<file path="config.mk">
export PLATFORM = sky130hd
export DESIGN_NAME = srsb_status
export DESIGN_NICKNAME = d
export VERILOG_FILES = /design/src/hw/srsb_pkg.sv /design/src/hw/srsb_status.sv /design/src/hw/srsb_flag.sv
export SDC_FILE = /design/constraint.sdc
export NUM_CORES = 1
export LEC_CHECK = 0
export ABC_CLOCK_PERIOD_IN_PS = 2800
export BUFFER_PORTS_ARGS = -buffer_cell sky130_fd_sc_hd__buf_2
export CAP_MARGIN = 20
export CORE_MARGIN = 5
export CORE_UTILIZATION = 41
export CTS_CLUSTER_DIAMETER = 40
export CTS_CLUSTER_SIZE = 12
export DETAILED_ROUTE_END_ITERATION = 8
export PLACE_DENSITY = 0.85
export SYNTH_ARGS = -nofsm -noshare
export SYNTH_HDL_FRONTEND = slang
export SYNTH_HIERARCHICAL = 1
export SYNTH_SLANG_ARGS = --single-unit
</file>
<file path="constraint.sdc">
create_clock -name mclk -period 2.8 [get_ports mclk]
set_clock_uncertainty 0.2 [all_clocks]
set_input_delay 0.56 -clock mclk [delete_from_list [all_inputs] [get_ports mclk]]
set_output_delay 0.56 -clock mclk [all_outputs]
set_load 0.1 [all_outputs]
</file>
<file path="src/hw/srsb_pkg.sv">
// Constants, types and field layout of the service request status byte.
// Behaviour
// [RULE1] Requesting flags set RQS and raise SRQ.
// [RULE2] Data ready requests only when enabled.
// [RULE3] Complete measurement data sets data ready.
// [RULE4] Transfer start or buffer clear clears ready.
// [RULE5] Malformed program code sets syntax error.
// [RULE6] Self-test, plot, print completion set end.
// [RULE7] Invalid program sets illegal program flag.
// [RULE8] Busy follows measurement or calibration activity.
// [RULE9] Busy never requests service.
// [RULE10] Self-test fail cleared only by passing; serial poll and device clear also clear it.
// [RULE11] Lid open above 42 volts: emergency, syntax.
// [RULE12] User mode lid or connector: emergency, syntax.
// [RULE13] Source shutdown sets emergency and illegal program.
// [RULE14] Power loss reset: emergency and self-test fail.
// [RULE15] Serial poll clears all except busy.
// [RULE16] Device clear keeps data ready and busy.
// [RULE17] Controller polls for data ready before output.
// [RULE18] Output command sends all or triggered channel.
// [RULE19] Device clear restores initial control settings.
// [RULE20] Flags one to eight map bits zero-seven.
package srsb_pkg;

   // ------------------------------------------------------------
   // Status byte field positions.
   // ------------------------------------------------------------
   localparam int unsigned BIT_DREADY  = 0;
   localparam int unsigned BIT_SYNTAX  = 1;
   localparam int unsigned BIT_END     = 2;
   localparam int unsigned BIT_ILLEGAL = 3;
   localparam int unsigned BIT_BUSY    = 4;
   localparam int unsigned BIT_STFAIL  = 5;
   localparam int unsigned BIT_RQS     = 6;
   localparam int unsigned BIT_EMERG   = 7;
   localparam int unsigned STATUS_W    = 8;

   // ------------------------------------------------------------
   // Reset values and masks.
   // ------------------------------------------------------------
   localparam logic [7:0] STATUS_RESET   = 8'h00;
   localparam logic [7:0] RQS_SRC_MASK   = 8'hae;
   localparam logic [7:0] POLL_KEEP_MASK = 8'h10;
   localparam logic [7:0] DCLR_KEEP_MASK = 8'h11;
   localparam logic       DR_EN_RESET    = 1'b0;

   // ------------------------------------------------------------
   // Output voltage limit for the lid check, in millivolts.
   // ------------------------------------------------------------
   localparam int unsigned   VOLT_W       = 20;
   localparam int unsigned   LID_LIMIT_V  = 42;
   localparam logic signed [19:0] LID_LIMIT_MV = 20'(LID_LIMIT_V * 1000);
   localparam int unsigned   CHAN_W       = 3;

   // ------------------------------------------------------------
   // Carriers.
   // ------------------------------------------------------------
   typedef struct packed {
      logic data_complete;
      logic xfer_start;
      logic buffer_clear;
      logic syntax_err;
      logic selftest_done;
      logic selftest_pass;
      logic selftest_fail;
      logic plot_done;
      logic print_done;
      logic illegal_prog;
      logic source_monitor_unit_shutdown;
      logic power_loss_reset;
      logic dr_enable;
      logic dr_disable;
      logic data_out_cmd;
   } srsb_event_type;

   typedef struct packed {
      logic meas_active;
      logic cal_active;
      logic meas_running;
      logic user_mode;
      logic lid_open;
      logic short_absent;
   } srsb_cond_type;

   typedef enum logic [1:0] {
      DO_IDLE = 2'b01,
      DO_SEND = 2'b10
   } srsb_do_state_type;

endpackage

</file>
<file path="src/hw/srsb_status.sv">
// Service request status byte with request generation and data output start.
`timescale 1ns/1ns
`default_nettype none
module srsb_status #(
   parameter int unsigned VOLT_W = srsb_pkg::VOLT_W,
   parameter int unsigned CHAN_W = srsb_pkg::CHAN_W
) (
   input  wire logic                      mclk,
   input  wire logic                      sys_rst,
   input  wire srsb_pkg::srsb_event_type  evt,
   input  wire srsb_pkg::srsb_cond_type   cond,
   input  wire logic signed [VOLT_W-1:0]  src_volt_mv,
   input  wire logic [CHAN_W-1:0]         trig_chan,
   input  wire logic                      serial_poll,
   input  wire logic                      device_clear,
   input  wire logic                      dout_done,
   output var  logic [7:0]                status_byte,
   output var  logic [7:0]                poll_byte_q,
   output var  logic                      srq,
   output var  logic                      dr_en_q,
   output var  logic                      settings_init_q,
   output var  logic                      dout_start_q,
   output var  logic                      dout_all_q,
   output var  logic [CHAN_W-1:0]         dout_chan_q,
   output var  logic                      dout_busy
);

   // ------------------------------------------------------------
   // Declarations.
   // ------------------------------------------------------------
   localparam logic signed [VOLT_W-1:0] LIM = VOLT_W'(srsb_pkg::LID_LIMIT_MV);

   logic [7:0]                  status_q;
   logic [7:0]                  flag_set;
   logic [7:0]                  flag_clr;
   logic [7:0]                  base_clr;
   logic                        high_volt;
   logic                        lid_hazard;
   logic                        busy_lvl;
   logic                        do_take;
   srsb_pkg::srsb_do_state_type do_state_q;
   srsb_pkg::srsb_do_state_type do_state_d;

   // ------------------------------------------------------------
   // Hazard detection.
   // ------------------------------------------------------------
   assign high_volt = (src_volt_mv > LIM) || (src_volt_mv < -LIM);
   assign lid_hazard = (cond.lid_open && cond.meas_running && high_volt) || // [RULE11]
                       (cond.user_mode && (cond.lid_open || cond.short_absent)); // [RULE12]
   assign busy_lvl = cond.meas_active || cond.cal_active;

   // ------------------------------------------------------------
   // Set and clear terms for each flag.
   // ------------------------------------------------------------
   always_comb begin
      base_clr = ({8{serial_poll}} & ~srsb_pkg::POLL_KEEP_MASK) | // [RULE15]
                 ({8{device_clear}} & ~srsb_pkg::DCLR_KEEP_MASK); // [RULE16]
      flag_set = 8'h00;
      flag_clr = base_clr;
      flag_set[srsb_pkg::BIT_DREADY] = evt.data_complete; // [RULE3]
      flag_clr[srsb_pkg::BIT_DREADY] = base_clr[srsb_pkg::BIT_DREADY] | evt.xfer_start |
                                       evt.buffer_clear | dout_start_q; // [RULE4]
      flag_set[srsb_pkg::BIT_SYNTAX] = evt.syntax_err | lid_hazard; // [RULE5] [RULE11] [RULE12]
      flag_set[srsb_pkg::BIT_END] = evt.selftest_done | evt.plot_done |
                                    evt.print_done; // [RULE6]
      flag_set[srsb_pkg::BIT_ILLEGAL] = evt.illegal_prog |
                                        evt.source_monitor_unit_shutdown; // [RULE7] [RULE13]
      flag_set[srsb_pkg::BIT_BUSY] = busy_lvl; // [RULE8]
      flag_clr[srsb_pkg::BIT_BUSY] = !busy_lvl; // [RULE8]
      flag_set[srsb_pkg::BIT_STFAIL] = evt.selftest_fail | evt.power_loss_reset; // [RULE10] [RULE14]
      flag_clr[srsb_pkg::BIT_STFAIL] = base_clr[srsb_pkg::BIT_STFAIL] |
                                       evt.selftest_pass; // [RULE10]
      flag_set[srsb_pkg::BIT_EMERG] = lid_hazard | evt.source_monitor_unit_shutdown |
                                      evt.power_loss_reset; // [RULE11] [RULE13] [RULE14]
      flag_set[srsb_pkg::BIT_RQS] = (|(flag_set & srsb_pkg::RQS_SRC_MASK)) | // [RULE1] [RULE9]
                                    (evt.data_complete & dr_en_q); // [RULE2]
   end

   // ------------------------------------------------------------
   // Flag cells.
   // ------------------------------------------------------------
   for (genvar i = 0; i < srsb_pkg::STATUS_W; i++) begin : g_flag
      srsb_flag u_flag (
         .mclk    (mclk),
         .sys_rst (sys_rst),
         .set     (flag_set[i]),
         .clr     (flag_clr[i]),
         .q       (status_q[i])
      );
   end

   assign status_byte = status_q; // [RULE20]
   assign srq = status_q[srsb_pkg::BIT_RQS]; // [RULE1]

   // ------------------------------------------------------------
   // Serial poll answer, captured before the flags clear.
   // ------------------------------------------------------------
   always_ff @(posedge mclk) begin
      if (sys_rst) begin
         poll_byte_q <= srsb_pkg::STATUS_RESET;
      end else if (serial_poll) begin
         poll_byte_q <= status_q; // [RULE17]
      end
   end

   // ------------------------------------------------------------
   // Data ready request enable and control settings.
   // ------------------------------------------------------------
   always_ff @(posedge mclk) begin
      if (sys_rst) begin
         dr_en_q <= srsb_pkg::DR_EN_RESET;
      end else if (device_clear) begin
         dr_en_q <= srsb_pkg::DR_EN_RESET; // [RULE19]
      end else if (evt.dr_enable) begin
         dr_en_q <= 1'b1; // [RULE2]
      end else if (evt.dr_disable) begin
         dr_en_q <= 1'b0;
      end
   end

   always_ff @(posedge mclk) begin
      if (sys_rst) begin
         settings_init_q <= 1'b0;
      end else begin
         settings_init_q <= device_clear; // [RULE19]
      end
   end

   // ------------------------------------------------------------
   // Data output sequencing.
   // ------------------------------------------------------------
   assign do_take = evt.data_out_cmd && (do_state_q == srsb_pkg::DO_IDLE);
   assign dout_busy = (do_state_q == srsb_pkg::DO_SEND);

   always_comb begin
      do_state_d = do_state_q;
      case (do_state_q)
         srsb_pkg::DO_IDLE: begin
            if (evt.data_out_cmd) begin
               do_state_d = srsb_pkg::DO_SEND;
            end
         end
         srsb_pkg::DO_SEND: begin
            if (dout_done || device_clear) begin
               do_state_d = srsb_pkg::DO_IDLE;
            end
         end
         default: begin
            do_state_d = srsb_pkg::DO_IDLE;
         end
      endcase
   end

   always_ff @(posedge mclk) begin
      if (sys_rst) begin
         do_state_q <= srsb_pkg::DO_IDLE;
      end else begin
         do_state_q <= do_state_d;
      end
   end

   always_ff @(posedge mclk) begin
      if (sys_rst) begin
         dout_start_q <= 1'b0;
         dout_all_q   <= 1'b0;
         dout_chan_q  <= '0;
      end else begin
         dout_start_q <= do_take; // [RULE18]
         if (do_take) begin
            dout_all_q  <= !cond.user_mode; // [RULE18]
            dout_chan_q <= trig_chan; // [RULE18]
         end
      end
   end

   // ------------------------------------------------------------
   // Checks.
   // ------------------------------------------------------------
   AST_RQS_FROM_SRC: assert property (@(posedge mclk) disable iff (sys_rst) // [RULE1]
      (|(flag_set & srsb_pkg::RQS_SRC_MASK)) |=> srq && status_q[srsb_pkg::BIT_RQS])
      else $error("Requesting flag did not raise the service request.");

   AST_DR_GATED: assert property (@(posedge mclk) disable iff (sys_rst) // [RULE2]
      (evt.data_complete && !srq && ((flag_set & srsb_pkg::RQS_SRC_MASK) == 8'h00))
      |=> (srq == $past(dr_en_q)))
      else $error("Data ready request did not follow its enable.");

   AST_DR_SET: assert property (@(posedge mclk) disable iff (sys_rst) // [RULE3]
      evt.data_complete |=> status_q[srsb_pkg::BIT_DREADY])
      else $error("Data ready not set after complete data.");

   AST_DR_CLR: assert property (@(posedge mclk) disable iff (sys_rst) // [RULE4]
      ((evt.xfer_start || evt.buffer_clear || dout_start_q) && !evt.data_complete)
      |=> !status_q[srsb_pkg::BIT_DREADY])
      else $error("Data ready not cleared by transfer or buffer clear.");

   AST_SYNTAX_SET: assert property (@(posedge mclk) disable iff (sys_rst) // [RULE5]
      evt.syntax_err |=> status_q[srsb_pkg::BIT_SYNTAX] && srq)
      else $error("Syntax error flag not set.");

   AST_END_SET: assert property (@(posedge mclk) disable iff (sys_rst) // [RULE6]
      (evt.selftest_done || evt.plot_done || evt.print_done)
      |=> status_q[srsb_pkg::BIT_END] && srq)
      else $error("End flag not set on completion.");

   AST_ILLEGAL_SET: assert property (@(posedge mclk) disable iff (sys_rst) // [RULE7]
      evt.illegal_prog |=> status_q[srsb_pkg::BIT_ILLEGAL])
      else $error("Illegal program flag not set.");

   AST_BUSY_FOLLOW: assert property (@(posedge mclk) disable iff (sys_rst) // [RULE8]
      ##1 (status_q[srsb_pkg::BIT_BUSY] == $past(busy_lvl)))
      else $error("Busy flag does not follow activity.");

   AST_BUSY_NO_RQS: assert property (@(posedge mclk) disable iff (sys_rst) // [RULE9]
      ($rose(busy_lvl) && !srq && !evt.data_complete &&
       ((flag_set & srsb_pkg::RQS_SRC_MASK) == 8'h00)) |=> !srq)
      else $error("Busy raised a service request.");

   AST_STFAIL: assert property (@(posedge mclk) disable iff (sys_rst) // [RULE10]
      (status_q[srsb_pkg::BIT_STFAIL] && !evt.selftest_pass && !serial_poll && !device_clear)
      |=> status_q[srsb_pkg::BIT_STFAIL])
      else $error("Self-test fail cleared without a pass.");

   AST_LID_HV: assert property (@(posedge mclk) disable iff (sys_rst) // [RULE11]
      (cond.lid_open && cond.meas_running && high_volt)
      |=> status_q[srsb_pkg::BIT_EMERG] && status_q[srsb_pkg::BIT_SYNTAX])
      else $error("Lid hazard not flagged.");

   AST_LID_USER: assert property (@(posedge mclk) disable iff (sys_rst) // [RULE12]
      (cond.user_mode && (cond.lid_open || cond.short_absent))
      |=> status_q[srsb_pkg::BIT_EMERG] && status_q[srsb_pkg::BIT_SYNTAX])
      else $error("User mode lid hazard not flagged.");

   AST_SHUTDOWN: assert property (@(posedge mclk) disable iff (sys_rst) // [RULE13]
      evt.source_monitor_unit_shutdown
      |=> status_q[srsb_pkg::BIT_EMERG] && status_q[srsb_pkg::BIT_ILLEGAL])
      else $error("Source shutdown not flagged.");

   AST_PWR_LOSS: assert property (@(posedge mclk) disable iff (sys_rst) // [RULE14]
      evt.power_loss_reset |=> status_q[srsb_pkg::BIT_EMERG] && status_q[srsb_pkg::BIT_STFAIL])
      else $error("Power loss reset not flagged.");

   AST_POLL_CLR: assert property (@(posedge mclk) disable iff (sys_rst) // [RULE15]
      (serial_poll && (flag_set & ~srsb_pkg::POLL_KEEP_MASK) == 8'h00)
      |=> ((status_q & ~srsb_pkg::POLL_KEEP_MASK) == 8'h00) && (poll_byte_q == $past(status_q)))
      else $error("Serial poll did not clear the flags.");

   AST_DCLR_CLR: assert property (@(posedge mclk) disable iff (sys_rst) // [RULE16]
      (device_clear && !serial_poll && (flag_set & ~srsb_pkg::DCLR_KEEP_MASK) == 8'h00 &&
       !evt.xfer_start && !evt.buffer_clear && !dout_start_q && !evt.data_complete)
      |=> ((status_q & ~srsb_pkg::DCLR_KEEP_MASK) == 8'h00) &&
          (status_q[srsb_pkg::BIT_DREADY] == $past(status_q[srsb_pkg::BIT_DREADY])))
      else $error("Device clear touched the wrong flags.");

   AST_DOUT: assert property (@(posedge mclk) disable iff (sys_rst) // [RULE18]
      do_take |=> dout_start_q && dout_busy && (dout_all_q == !$past(cond.user_mode))
      ##1 !dout_start_q)
      else $error("Data output did not start correctly.");

   AST_DCLR_INIT: assert property (@(posedge mclk) disable iff (sys_rst) // [RULE19]
      device_clear |=> settings_init_q && (dr_en_q == srsb_pkg::DR_EN_RESET))
      else $error("Device clear did not restore settings.");

   // ------------------------------------------------------------
   // Service request, request enable, settings pulse and data output sequencing checks.
   // ------------------------------------------------------------
   AST_RQS_HOLD: assert property (@(posedge mclk) disable iff (sys_rst) // [RULE1]
      (srq && !serial_poll && !device_clear)
      |=> srq)
      else $error("Service request dropped without a poll or clear.");

   AST_RQS_ONLY_SRC: assert property (@(posedge mclk) disable iff (sys_rst) // [RULE9]
      (!srq && ((flag_set & srsb_pkg::RQS_SRC_MASK) == 8'h00) &&
       !(evt.data_complete && dr_en_q))
      |=> !srq)
      else $error("Service request raised without a requesting flag.");

   AST_DR_EN_SET: assert property (@(posedge mclk) disable iff (sys_rst) // [RULE2]
      (evt.dr_enable && !device_clear)
      |=> dr_en_q)
      else $error("Data ready request enable not taken.");

   AST_DR_EN_CLR: assert property (@(posedge mclk) disable iff (sys_rst) // [RULE2]
      (evt.dr_disable && !evt.dr_enable)
      |=> !dr_en_q)
      else $error("Data ready request disable not taken.");

   AST_SETTINGS_PULSE: assert property (@(posedge mclk) disable iff (sys_rst) // [RULE19]
      !device_clear
      |=> !settings_init_q)
      else $error("Settings restore pulsed without a device clear.");

   AST_DOUT_REFUSED: assert property (@(posedge mclk) disable iff (sys_rst) // [RULE18]
      (evt.data_out_cmd && dout_busy)
      |=> !dout_start_q)
      else $error("Data output command taken while busy.");

   AST_DOUT_CHAN: assert property (@(posedge mclk) disable iff (sys_rst) // [RULE18]
      do_take
      |=> (dout_chan_q == $past(trig_chan)))
      else $error("Triggered channel not captured.");

   AST_DOUT_END: assert property (@(posedge mclk) disable iff (sys_rst) // [RULE18] [RULE19]
      (dout_busy && (dout_done || device_clear))
      |=> !dout_busy)
      else $error("Data output did not end.");

endmodule
`default_nettype wire

</file>
<file path="src/hw/srsb_flag.sv">
// One status flag that holds its value, with a set that wins over a clear.
`timescale 1ns/1ns
`default_nettype none
module srsb_flag (
   input  wire logic mclk,
   input  wire logic sys_rst,
   input  wire logic set,
   input  wire logic clr,
   output var  logic q
);

   // ------------------------------------------------------------
   // Flag storage.
   // ------------------------------------------------------------
   always_ff @(posedge mclk) begin
      if (sys_rst) begin
         q <= 1'b0;
      end else if (set) begin
         q <= 1'b1;
      end else if (clr) begin
         q <= 1'b0;
      end
   end

endmodule
`default_nettype wire

</file>
==> impl_metrics.py <==
metrics = {
    "outcome": {
        "status": "completed",
    },
    "synthesis": {
        "synth_warnings": 6,
        "async_reset_ff_share_pct": 0,
        "synth_top_area_cell": "dfxtp_1",
        "syn_avg_cell_area_um2": 8.84,
        "ys_seq_area_share_pct": 43.9,
        "ys_types": 31,
        "synth_area_um2": 1140,
        "syn-num-nets": 178,
        "ys_seq_elements": 25,
        "synth-edff-count": 0,
        "ys.flop_type": "dfxtp_1",
        "synth_common_cells": "25 x dfxtp_1, 16 x nor2_1, 13 x inv_1",
        "synth_top_area_share_pct": 43.9,
        "yosysMostFrequentCell": "dfxtp_1",
        "synthCells": 129,
        "synthTopCellsByArea": "dfxtp_1 44%, mux2i_1 9.7%, a21oi_2 6.1%, nand2b_1 5.5%, nor2_1 5.3%",
    },
    "routing": {
        "wl_per_cell_um": 12.5,
        "finalWirelength_mm": 2.92,
        "first_iter_violations": 10,
        "drcViolationCount": 0,
        "vias": 1138,
        "final_antenna_net_count": 0,
        "first_pass_iters": 4,
        "via_per_inst": 4.86,
    },
    "clock_network": {
        "cts_max_path_buffers": 2,
        "clkTransAtPathRegs_ns": 0.14,
        "cts_sinks": 25,
        "cts-root-buf": "clkbuf_4",
        "cts_setup_buffers": 0,
        "cts_hold_buf": 0,
        "cts_buffers": 3,
        "cts_resized": 0,
        "h-tree-depth": 1,
        "tritoncts": "done",
        "clk_latency_ns": 0.32,
    },
    "placed_design": {
        "placed_cells": 230,
        "placed_area_um2": 1530,
        "gp_congestion": 0.775,
        "place_ws_ns": 0.377,
        "numPortBuffers": 73,
        "post-dp-hpwl_mm": 2.40,
    },
    "timing": {
        "hold_viol": 0,
        "rsz0062_at_grt": "false",
        "layout_setup_ws_ns": 0.764,
        "timing.final.crit_share_pct": 72.7,
        "max_freq_mhz": 491,
        "tns_ns": 0,
        "final_max_slew_viol_count": 0,
        "worst_pin_slew_ns": 0.506,
        "setup_viol": 0,
        "fin_crit_ns": 2.04,
        "relSlewSlack_pct": 66.2,
    },
    "floorplanning": {
        "core_um2": 2710,
        "std_cell_rows": 19,
        "fp.dieW_um": 62.7,
        "die_area_um2": 3930,
        "ioPinCount": 74,
        "initial_utilization_pct": 42.1,
        "die_h_um": 62.7,
    },
    "power_and_ir_drop": {
        "seqPwrFrac_pct": 46.5,
        "p_sw_w": 0.000339,
        "pwr-share-comb_pct": 33.7,
        "p_clk_share_pct": 19.8,
        "power_w": 0.000841,
        "leakage_nw": 0.828,
        "switching_share_pct": 40.4,
        "power.density_nw_per_um2": 539,
        "cellInternalPower_w": 0.000501,
        "vdd_ir_drop_max_uv": 435,
    },
    "finish": {
        "area_growth_pct": 36.8,
        "diodes": 0,
        "drive_gt1_share_pct": 45.3,
        "final_cells": 234,
        "layout.nets": 253,
        "stdcell_area_um2": 1560,
    },
    "critical_path": {
        "start_kind": "primary input",
        "cp_max_fo": 3,
        "worstSetupPathType": "in -> reg",
        "endpoint_kind": "flip-flop",
        "worstPathRequired_ns": 2.81,
        "crit_arrival_ns": 2.05,
    },
    "flow_run": {
        "drv_cap": 0,
    },
    "global_routing": {
        "grt_pass1_vias": 1196,
        "grt_remaining_overflow": 0,
        "grt_pass1_wl_mm": 4.93,
        "grt_max_degree": 25,
        "grt_usage_pct": 15.2,
        "antenna_found_initial": 0,
    },
    "worst_hold_path": {
        "hold_path_class": "in -> reg",
    },
}
[final timing paths]
path | to | slack, ns | depth (start not counted) | from
max | g_flag[6].u_flag/q | 0.76 | 8 | src_volt_mv[0]
min | dr_en_q | 0.24 | 2 | device_clear
max reg2reg | g_flag[6].u_flag/q | 1.49 | 4 | dr_en_q
min reg2reg | dout_all_q | 0.30 | 2 | dout_all_q
[cell usage in the layout, fill, tap and decap left out, drive strengths merged, types with 2 or more instances in the layout]
cell	n
or3	3
or2	4
nand2b	10
nor4	2
a21oi	14
inv	14
nor3	3
nor2	16
or4	2
clkbuf	3
o21ai	4
nand2	5
nand3	2
buf	73
mux2i	11
dfxtp	25
nand4	2
[final cells by class]
class	instances	area [µm²]
inverters	14	52.6
flip-flops and latches	25	500
repair buffers	73	365
multi-input cells	87	572
well taps	31	38.8
fillers	270	1150
clock buffers	3	22.5
clock inverters	1	7.51
[worst max-delay path, cell delays in order]
cell and delay [ns]:
buf_2 0.10, or4_4 0.52, nor4_2 0.21, nor3_1 0.09, o32ai_2 0.34, nand3b_1 0.11
inv_1 0.08, a21oi_2 0.05
[power groups by stage]
stage	Sequential (W)	Combinational, W	Clock, W
after floorplan	0.000545	0.0000661	0
after global placement	0.000399	0.000281	0
after detailed placement	0.000399	0.000285	0
after CTS	0.000392	0.000285	0.000175
after global routing	0.000395	0.000301	0.000188
final	0.000391	0.000283	0.000166
[through the flow]
stage / util, % / hold slack [ns]
after global routing: 57.5 / 0.230
after global placement: 56.4 / 0.264
after floorplan: - / 0.297
after detailed placement: 56.4 / 0.276
final: 57.5 / 0.245
after CTS: 57.5 / 0.228
[flip-flops by register name, indices dropped and copies added, names as in the netlist]
name	cells
do_state_q	2
dout_all_q	1
g_flag.u_flag/q	8
settings_init_q	1
dout_start_q	1
dout_chan_q	3
dr_en_q	1
poll_byte_q	8
[routing by layer]
metal	track usage, %	up-vias	share of wire, %
met4	5.84	0	1.4
li1	-	588	-
met3	5.40	6	7.1
met2	27.5	34	51
met1	15.7	510	41
met5	0	-	0
[cells by family after synthesis]
logic type	count (synthesis)	share of synthesized area [%]
flops	25	43.9
buf+inv	17	5.93
simple gates	52	25.0
compound gates	24	15.5
mux	11	9.66
Note: power is estimated with default switching activity, not from simulation.
